==> config.mk <==
export PLATFORM = sky130hd
export DESIGN_NAME = mcr_ctrl
export DESIGN_NICKNAME = d
export VERILOG_FILES = /design/src/pkg/mcr_pkg.sv /design/src/pkg/mcr_ais_if.sv /design/src/hdl/mcr_ais_gen.sv /design/src/hdl/mcr_ctrl.sv
export VERILOG_INCLUDE_DIRS = /design/src /design/src/pkg
export SDC_FILE = /design/constraint.sdc
export NUM_CORES = 1
export LEC_CHECK = 0
export ABC_AREA = 1
export BUFFER_PORTS_ARGS = -buffer_cell sky130_fd_sc_hd__buf_4
export CAP_MARGIN = 20
export CORE_UTILIZATION = 40
export CTS_CLUSTER_DIAMETER = 40
export DETAILED_ROUTE_END_ITERATION = 10
export GPL_TIMING_DRIVEN = 0
export SLEW_MARGIN = 5
export SYNTH_ARGS = -nofsm -noshare
export SYNTH_HDL_FRONTEND = slang
export SYNTH_HIERARCHICAL = 1
export SYNTH_SLANG_ARGS = --single-unit
==> constraint.sdc <==
create_clock -name mclk -period 1.9 [get_ports mclk]
set_clock_uncertainty 0.1 [all_clocks]
set_input_delay 0.38 -clock mclk [delete_from_list [all_inputs] [get_ports mclk]]
set_output_delay 0.38 -clock mclk [all_outputs]
set_load 0.02 [all_outputs]
==> src/pkg/mcr_cfg.svh <==
// offsets, bit positions, reset values and frame counts of the mapper controls
`ifndef MCR_CFG_SVH
`define MCR_CFG_SVH

`define MCR_OFF_FMT       8'hc0
`define MCR_OFF_LOOP      8'hc1
`define MCR_OFF_ALARM     8'hc2
`define MCR_OFF_SRC       8'hc3

`define MCR_RST_FMT       8'h00
`define MCR_RST_LOOP      8'h00
`define MCR_RST_ALARM     8'h00
`define MCR_RST_SRC       8'h00

`define MCR_B_FMT_HI      7
`define MCR_B_FMT_LO      6
`define MCR_B_DS3         0
`define MCR_B_FAC_LOOP    2
`define MCR_B_BUS_LOOP    0
`define MCR_B_ALM_AIS     7
`define MCR_B_ALM_NINE    6
`define MCR_B_LINE_AIS    5
`define MCR_B_PATH_AIS    4
`define MCR_B_ZERO_SPE    3
`define MCR_B_IRQ_FLT     2
`define MCR_B_ADD_FLT     1
`define MCR_B_RX_FLT      0

`define MCR_G1_NINE       4'h9
`define MCR_DS3_PAY_LAST  7'h54
`define MCR_DS3_BLK_LAST  3'h7
`define MCR_DS3_SUB_LAST  3'h6

`endif

==> src/pkg/mcr_pkg.sv <==
// types shared by the mapper control block and its line AIS generator
package mcr_pkg;

  typedef enum logic [2:0] {
    POH_J1 = 3'h0,
    POH_C2 = 3'h1,
    POH_G1 = 3'h2,
    POH_F2 = 3'h3,
    POH_H4 = 3'h4,
    POH_Z3 = 3'h5,
    POH_Z4 = 3'h6,
    POH_Z5 = 3'h7
  } mcr_poh_t;

  typedef enum logic [1:0] {
    AIS_IDLE = 2'h0,
    AIS_OH   = 2'h1,
    AIS_PAY  = 2'h3
  } mcr_ais_st_t;

  typedef struct packed {
    mcr_ais_st_t st;
    logic [2:0]  sub;
    logic [2:0]  blk;
    logic [6:0]  pos;
    logic        par;
    logic        par_prev;
    logic        bit_out;
  } mcr_ais_state_t;

  typedef struct packed {
    logic [7:0] fmt;
    logic [7:0] loop;
    logic [7:0] alarm;
    logic [7:0] src;
    logic [7:0] rdata;
    logic [7:0] drop_byte;
    logic [7:0] poh_byte;
    logic [5:0] j1_idx;
    logic       line_bit;
    logic       rx_ais;
    logic       path_ais;
    logic       unequip;
    logic       sts1;
    logic       format_lo_bit;
    logic       format_hi_bit;
    logic       irq;
    logic       irq_oe;
    logic       add_oe;
    logic       add_ind;
    logic       add_tim_oe;
    logic       rx_oe;
  } mcr_ctrl_state_t;

endpackage

==> src/pkg/mcr_ais_if.sv <==
// control and bit path between the control block and the line AIS generator
`timescale 1ns/1ps
`default_nettype none

interface mcr_ais_if;
  logic en;
  logic ds3;
  logic bit_en;
  logic ais_bit;

  modport gen (input en, input ds3, input bit_en, output ais_bit);
  modport ctl (output en, output ds3, output bit_en, input ais_bit);
endinterface

`default_nettype wire

==> src/hdl/mcr_ais_gen.sv <==
// ds3 m-frame and e3 all-ones line AIS pattern generator
`timescale 1ns/1ps
`default_nettype none
`include "mcr_cfg.svh"

module mcr_ais_gen (
  // clock and reset
  input  wire logic mclk,
  input  wire logic rst,
  // control and pattern
  mcr_ais_if.gen    ais
);

  mcr_pkg::mcr_ais_state_t q;
  mcr_pkg::mcr_ais_state_t n;

  // overhead bit of a block: x, f1, c, f0, c, f0, c, f1
  function automatic logic oh_bit(input logic [2:0] sub, input logic [2:0] blk,
                                  input logic par_prev);
    logic r;
    r = 1'b0;
    if (blk == 3'h0)
    begin
      unique case (sub)
        3'h0, 3'h1: r = 1'b1;
        3'h2, 3'h3: r = par_prev;
        3'h5:       r = 1'b1;
        default:    r = 1'b0;
      endcase
    end
    else
      r = (blk == 3'h1) || (blk == 3'h7);
    return r;
  endfunction

  always_comb
  begin
    n = q;
    if (!ais.en)
    begin
      n.st      = mcr_pkg::AIS_IDLE;
      n.sub     = 3'h0;
      n.blk     = 3'h0;
      n.pos     = 7'h00;
      n.par     = 1'b0;
      n.bit_out = 1'b1;
    end
    else if (ais.bit_en)
    begin
      if (!ais.ds3)
        n.bit_out = 1'b1;
      else
      begin
        unique case (q.st)
          mcr_pkg::AIS_IDLE, mcr_pkg::AIS_OH:
          begin
            n.bit_out = oh_bit(q.sub, q.blk, q.par_prev);
            n.pos     = 7'h01;
            n.st      = mcr_pkg::AIS_PAY;
          end
          mcr_pkg::AIS_PAY:
          begin
            // payload restarts with a one after every overhead bit
            n.bit_out = q.pos[0];
            n.par     = q.par ^ q.pos[0];
            n.pos     = q.pos + 7'h01;
            if (q.pos == `MCR_DS3_PAY_LAST)
            begin
              n.pos = 7'h00;
              n.st  = mcr_pkg::AIS_OH;
              n.blk = q.blk + 3'h1;
              if (q.blk == `MCR_DS3_BLK_LAST)
              begin
                n.blk = 3'h0;
                n.sub = q.sub + 3'h1;
                if (q.sub == `MCR_DS3_SUB_LAST)
                begin
                  // p-bits of the next frame carry this frame's payload parity
                  n.sub      = 3'h0;
                  n.par_prev = q.par ^ q.pos[0];
                  n.par      = 1'b0;
                end
              end
            end
          end
          default: n.st = mcr_pkg::AIS_IDLE;
        endcase
      end
    end
  end

  always_ff @(posedge mclk)
  begin
    if (rst)
      q <= '{st: mcr_pkg::AIS_IDLE, bit_out: 1'b1, default: '0};
    else
      q <= n;
  end

  assign ais.ais_bit = q.bit_out;
endmodule

`default_nettype wire

==> src/hdl/mcr_ctrl.sv <==
// microprocessor control registers of the ds3/e3 mapper and the logic they steer
//
// Function
// - bus loopback returns add signal as drop
// - selected alarm raises receive line AIS
// - selected alarm forces count nine in G1 from internal bits
// - line AIS toward bus, ignoring facility loopback
// - ds3 AIS: valid M-frame, 1010 payload
// - e3 AIS is continuous ones
// - path AIS (format field 3 only) or zero SPE transmitted
// - interrupt idle level driven or floated
// - add bus float, indicator high
// - receive line outputs float when selected
// - path bytes from port or RAM
// - G1 from port or internal bits
// - J1 from port or 64-entry RAM
// - bus format field decodes mapping type
`timescale 1ns/1ps
`default_nettype none
`include "mcr_cfg.svh"

module mcr_ctrl (
  // clock and reset
  input  wire logic              mclk,
  input  wire logic              rst,
  // microprocessor port
  input  wire logic [7:0]        up_addr,
  input  wire logic [7:0]        up_wdata,
  input  wire logic              up_wr,
  input  wire logic              up_rd,
  output logic      [7:0]        up_rdata,
  // mode leads
  input  wire logic              motorola_mode,
  input  wire logic              ext_timing,
  input  wire logic              count_nine_enable,
  input  wire logic              rx_ais_enable,
  input  wire logic              ext_alarm_lead_select,
  // alarm sources
  input  wire logic              e1_ais_in,
  input  wire logic              ext_status_in,
  input  wire logic              ext_path_ais_in,
  input  wire logic              irq_event,
  // sdh/sonet bus
  input  wire logic [7:0]        add_loop_byte,
  input  wire logic [7:0]        drop_bus_byte,
  input  wire logic              add_ind_in,
  output logic      [7:0]        drop_byte,
  output logic                   add_bus_oe,
  output logic                   add_ind,
  output logic                   add_timing_oe,
  // line side
  input  wire logic              tx_line_dat,
  input  wire logic              tx_bit_en,
  output logic                   tx_line_bit,
  output logic                   rx_line_ais,
  output logic                   rx_line_oe,
  // path overhead
  input  wire logic              poh_stb,
  input  wire mcr_pkg::mcr_poh_t poh_sel,
  input  wire logic [7:0]        poh_port_byte,
  input  wire logic [7:0]        poh_ram_byte,
  output logic      [7:0]        tx_poh_byte,
  output logic      [5:0]        j1_ram_idx,
  output logic                   path_ais_send,
  output logic                   unequip_send,
  // bus format
  output logic                   fmt_sts1,
  output logic                   fmt_format_lo_bit,
  output logic                   fmt_format_hi_bit,
  // interrupt lead
  output logic                   irq_out,
  output logic                   irq_oe
);

  mcr_pkg::mcr_ctrl_state_t q;
  mcr_pkg::mcr_ctrl_state_t n;

  mcr_ais_if ais ();

  logic alarm_src;
  logic nine_force;

  // a path byte comes from the external port when its select bit is set;
  // the byte code doubles as the bit index of the select register
  function automatic logic from_port(input logic [7:0] src, input mcr_pkg::mcr_poh_t sel);
    return src[sel];
  endfunction

  function automatic logic [7:0] reg_read(input mcr_pkg::mcr_ctrl_state_t s,
                                          input logic [7:0] addr);
    logic [7:0] r;
    r = 8'h00;
    unique case (addr)
      `MCR_OFF_FMT:   r = s.fmt;
      `MCR_OFF_LOOP:  r = s.loop;
      `MCR_OFF_ALARM: r = s.alarm;
      `MCR_OFF_SRC:   r = s.src;
      default:        r = 8'h00;
    endcase
    return r;
  endfunction

  assign ais.en     = q.alarm[`MCR_B_LINE_AIS];
  assign ais.ds3    = q.fmt[`MCR_B_DS3];
  assign ais.bit_en = tx_bit_en;

  mcr_ais_gen u_ais_gen (
    .mclk (mclk),
    .rst  (rst),
    .ais  (ais.gen)
  );

  // alarm chosen by the lead select feeds both the AIS and count-nine paths
  assign alarm_src  = ext_alarm_lead_select ? (ext_status_in | ext_path_ais_in) : e1_ais_in;
  assign nine_force = q.alarm[`MCR_B_ALM_NINE] & count_nine_enable & alarm_src;

  always_comb
  begin
    n = q;

    // full byte writes, held until rewritten or reset
    if (up_wr)
    begin
      unique case (up_addr)
        `MCR_OFF_FMT:   n.fmt   = up_wdata;
        `MCR_OFF_LOOP:  n.loop  = up_wdata;
        `MCR_OFF_ALARM: n.alarm = up_wdata;
        `MCR_OFF_SRC:   n.src   = up_wdata;
        default:        n.fmt   = q.fmt;
      endcase
    end
    if (up_rd)
      n.rdata = reg_read(q, up_addr);

    // drop side input is ignored while the bus loopback is on
    n.drop_byte = q.loop[`MCR_B_BUS_LOOP] ? add_loop_byte : drop_bus_byte;

    n.rx_ais = q.alarm[`MCR_B_ALM_AIS] & rx_ais_enable & alarm_src;

    // facility loopback bit has no say over transmitted line AIS
    n.line_bit = q.alarm[`MCR_B_LINE_AIS] ? ais.ais_bit : tx_line_dat;

    n.sts1 = (q.fmt[`MCR_B_FMT_HI:`MCR_B_FMT_LO] == 2'h0);
    n.format_lo_bit = (q.fmt[`MCR_B_FMT_HI:`MCR_B_FMT_LO] == 2'h1);
    n.format_hi_bit = (q.fmt[`MCR_B_FMT_HI:`MCR_B_FMT_LO] == 2'h3);

    n.unequip  = q.alarm[`MCR_B_PATH_AIS] & q.alarm[`MCR_B_ZERO_SPE];
    n.path_ais = q.alarm[`MCR_B_PATH_AIS] & ~q.alarm[`MCR_B_ZERO_SPE]
                 & (q.fmt[`MCR_B_FMT_HI:`MCR_B_FMT_LO] == 2'h3);

    // intel style is active high, motorola style active low
    n.irq    = motorola_mode ? ~irq_event : irq_event;
    n.irq_oe = irq_event | ~q.alarm[`MCR_B_IRQ_FLT];

    n.add_oe     = ~q.alarm[`MCR_B_ADD_FLT];
    n.add_ind    = q.alarm[`MCR_B_ADD_FLT] | add_ind_in;
    n.add_tim_oe = ~(q.alarm[`MCR_B_ADD_FLT] & ext_timing);

    n.rx_oe = ~q.alarm[`MCR_B_RX_FLT];

    if (poh_stb)
    begin
      if (from_port(q.src, poh_sel))
        n.poh_byte = poh_port_byte;
      else
      begin
        n.poh_byte = poh_ram_byte;
        if (poh_sel == mcr_pkg::POH_G1 && nine_force)
          n.poh_byte[7:4] = `MCR_G1_NINE;
        // j1 trace walks a 64-entry ram segment, wrapping on its own
        if (poh_sel == mcr_pkg::POH_J1)
          n.j1_idx = q.j1_idx + 6'h01;
      end
    end
  end

  always_ff @(posedge mclk)
  begin
    if (rst)
      q <= '{fmt: `MCR_RST_FMT, loop: `MCR_RST_LOOP, alarm: `MCR_RST_ALARM,
             src: `MCR_RST_SRC, sts1: 1'b1, irq_oe: 1'b1, add_oe: 1'b1,
             add_ind: 1'b1, add_tim_oe: 1'b1, rx_oe: 1'b1, line_bit: 1'b0,
             default: '0};
    else
      q <= n;
  end

  assign up_rdata      = q.rdata;
  assign drop_byte     = q.drop_byte;
  assign add_bus_oe    = q.add_oe;
  assign add_ind       = q.add_ind;
  assign add_timing_oe = q.add_tim_oe;
  assign tx_line_bit   = q.line_bit;
  assign rx_line_ais   = q.rx_ais;
  assign rx_line_oe    = q.rx_oe;
  assign tx_poh_byte   = q.poh_byte;
  assign j1_ram_idx    = q.j1_idx;
  assign path_ais_send = q.path_ais;
  assign unequip_send  = q.unequip;
  assign fmt_sts1      = q.sts1;
  assign fmt_format_lo_bit      = q.format_lo_bit;
  assign fmt_format_hi_bit      = q.format_hi_bit;
  assign irq_out       = q.irq;
  assign irq_oe        = q.irq_oe;
endmodule

`default_nettype wire

==> flow_metrics.tcl <==
set metrics [dict create \
    power_density_nw_per_um2 638.5 \
    maxSlewViolCount 0 \
    netlist_instances 624 \
    synth_adder_area_share_pct 1.943 \
    final-setup-viol-count 0 \
    port_buffers 110 \
    diodes 0 \
    hold_path_depth 3 \
    vias 4260 \
    synth-simple-area-share_pct 28.07 \
    cts_resized 0 \
    peakVddDrop_mv 0.4066 \
    drive_above_1_share_pct 26.70 \
    synth_xor_xnor_area_share_pct 0.9717 \
    ant_nets 0 \
    worstHoldStart "add_ind_in" \
    r2r_cells 9 \
    drc_errors 0 \
    hold_path.class "in -> reg" \
    fin_crit_ps 1672 \
    clkSinkCount 93 \
    overflow 0 \
    die_h_um 108.1 \
    synth_cell_types 34 \
    coreArea_um2 10890 \
    initial_utilization_pct 41.39 \
    power_w 0.003630 \
    clock_path_buffers 2 \
    critical_path_arrival_ps 1830 \
    fin_nets 820 \
    wl_per_cell_um 13.12 \
    synth_nets 699 \
    grt_pass1_vias 3907 \
    grt_usage_pct 20.13 \
    relSlewSlack_pct 59.85 \
    reg2reg_slack_ps 230 \
    grt_max_degree 15 \
    p_leak_nw 2.616 \
    syn_to_final_growth_pct 26.12 \
    synth_top_family_by_area "simple AND/OR/NAND/NOR gates" \
    cp_max_fo 6 \
    cts_setup_buffers 0 \
    period_share_pct 87.98 \
    syn_area_um2 4507 \
    fp.dieW_um 108.1 \
    status "finished, final reports clean" \
    max_freq_mhz 598.2 \
    drv_cap 0 \
    yosysSeqAreaShare_pct 41.31 \
    clk_latency_ps 350 \
    postCtsHoldBufs 0 \
    dr.pass1.iters 6 \
    path_class "reg -> reg" \
    setup_tns_ps 0 \
    clk_pin_slew_ps 90 \
    grt_pass1_wl_um 18500 \
    min_to "add_ind" \
    drt_iter0_drc 240 \
    start_kind "flip-flop" \
    post-place-ws_ps -44.32 \
    yosys_register_bits 93 \
    yosysWarnings 6 \
    fp-row-count 38 \
    numCtsBuffers 9 \
    io_pins 111 \
    dp_hpwl_um 9104 \
    final_core_util_pct 52.21 \
    reg2reg_to "u_ais_gen/q[1]" \
    htreeDepth 3 \
    slowest_delay_ps 370 \
    gp_congestion 0.8623 \
    vias_per_cell 4.792 \
    r2r_start "u_ais_gen/q[3]" \
    syn_area_per_cell_um2 7.222 \
    antenna_found_initial 0 \
    worst_hold_slack_ps 97.70 \
    synth-compound-area-share_pct 14.38 \
    hold_viol 0 \
    synth.area.mux_share_pct 0 \
    grt_setup_unrepaired "false" \
    wirelength_um 11660 \
    cts_tree "done" \
    critPathRequiredTime_ps 2050 \
    dieArea_um2 11700 \
    worstPathCellList "inv_1 -> ha_1 -> nand3_1 -> nor2_1 -> nand2_1 -> nor2_1 -> nand2_1 -> nand2_1 -> nor2_1" \
    root_buffer "clkbuf_8" \
    critPathCaptureType "flip-flop" \
    layout_setup_ws_ps 228.3 \
    tightest_slew_ps 602.2 \
    cp_slowest_cell "dfxtp_1" \
]
logic make-up (layout without fill, tap and decap cells):
kind of cell	after synthesis	count (layout)
compound gates	127	127
flops	93	93
xor+xnor	5	5
fa+ha+maj	7	7
buf+inv	121	246
simple gates	271	271
worst max-delay path, delay by kind of cell, from the launching register on:
family | cells | cell delay [ps]
adder cells (fa/ha/maj) | 1 | 190
buffers and inverters | 1 | 130
flip-flops | 1 | 370
AND/OR/NAND/NOR | 7 | 780
layout by cell type (no fill, tap or decap), types with 7 or more instances in the layout:
cell,instances
nand4_1,10
nor2_1,68
nand2_2,8
ha_1,7
a21oi_1,54
o21ai_0,39
clkbuf_1,8
inv_1,68
nor2_4,7
buf_4,144
o21ai_1,29
clkbuf_8,11
nand2_1,105
nand3_1,52
dfxtp_1,93
power by group:
part	total, W	switching, W	internal (W)
Combinational	0.000425	0.000220	0.000206
Clock	0.00122	0.000675	0.000542
Sequential	0.00199	0.0000118	0.00198
Total	0.00363	0.000906	0.00272
metrics by stage:
step,area [µm²],instances
floorplan,4507,624
global placement,5508,874
detailed placement,5508,874
CTS,5684,889
global route,5684,889
finish,5684,889
worst max-delay path by stage:
stage                           to  cells after the start      startpoint
floorplan                    q[72]                      9      up_addr[4]
global route        u_ais_gen/q[6]                      8  u_ais_gen/q[3]
CTS                 u_ais_gen/q[7]                      8  u_ais_gen/q[3]
finish              u_ais_gen/q[1]                      9  u_ais_gen/q[3]
global placement          fmt_sts1                      6             rst
detailed placement    drop_byte[5]                      7             rst
Yosys cell counts:
cell        n  area, µm²
nand2_1   105      394.1
dfxtp_1    93       1862
inv_1      68      255.2
nor2_1     68      255.2
a21oi_1    54      270.3
nand3_1    52      260.3
o21ai_0    39      195.2
buf_4      34      255.2
o21ai_1    29      145.1
nand4_1    10      62.56
nand2_2     8      50.05
clkbuf_1    7      26.28
ha_1        7      87.58
nor2_4      7      78.83
inv_2       5      18.77
nor2_2      5      31.28
nor3_1      4      20.02
xnor2_1     4      35.03
buf_2       3      15.01
nand3_2     3      30.03
a21oi_2     2      17.52
a31oi_1     2      12.51
buf_6       2      22.52
nand3b_2    2      22.52
or2_2       2      12.51
buf_1       1      3.750
clkinv_1    1      3.750
nand2_4     1      11.26
nand3b_1    1      7.510
nor3_2      1      10.01
nor3b_2     1      12.51
nor4_1      1      6.260
o211ai_1    1      7.510
xor2_1      1      8.760
state kept, by name, indices dropped and copies added (netlist names), 6 cells and up:
signal,count
q,30
u_ais_gen/q,17
drop_byte,8
tx_poh_byte,8
up_rdata,8
j1_ram_idx,6
final cells by class:
class	instances	area (µm²)
tap	140	175.2
timing repair buffer	110	825.8
fill	1071	5204
sequential	93	1862
inverter	74	277.8
clock buffer	12	155.1
clock inverter	3	21.27
multi-input combinational	410	2044
buffer	47	322.8
metal layers:
metal / wire length (µm) / GRT usage [%] / part of all wire, %
met2: 5255 / 32.58 / 45
met3: 586 / 2.652 / 5.0
met5: 0 / 0 / 0
met1: 5698 / 27.54 / 49
met4: 123 / 6.654 / 1.1
Power figures use the tool's default switching activity.
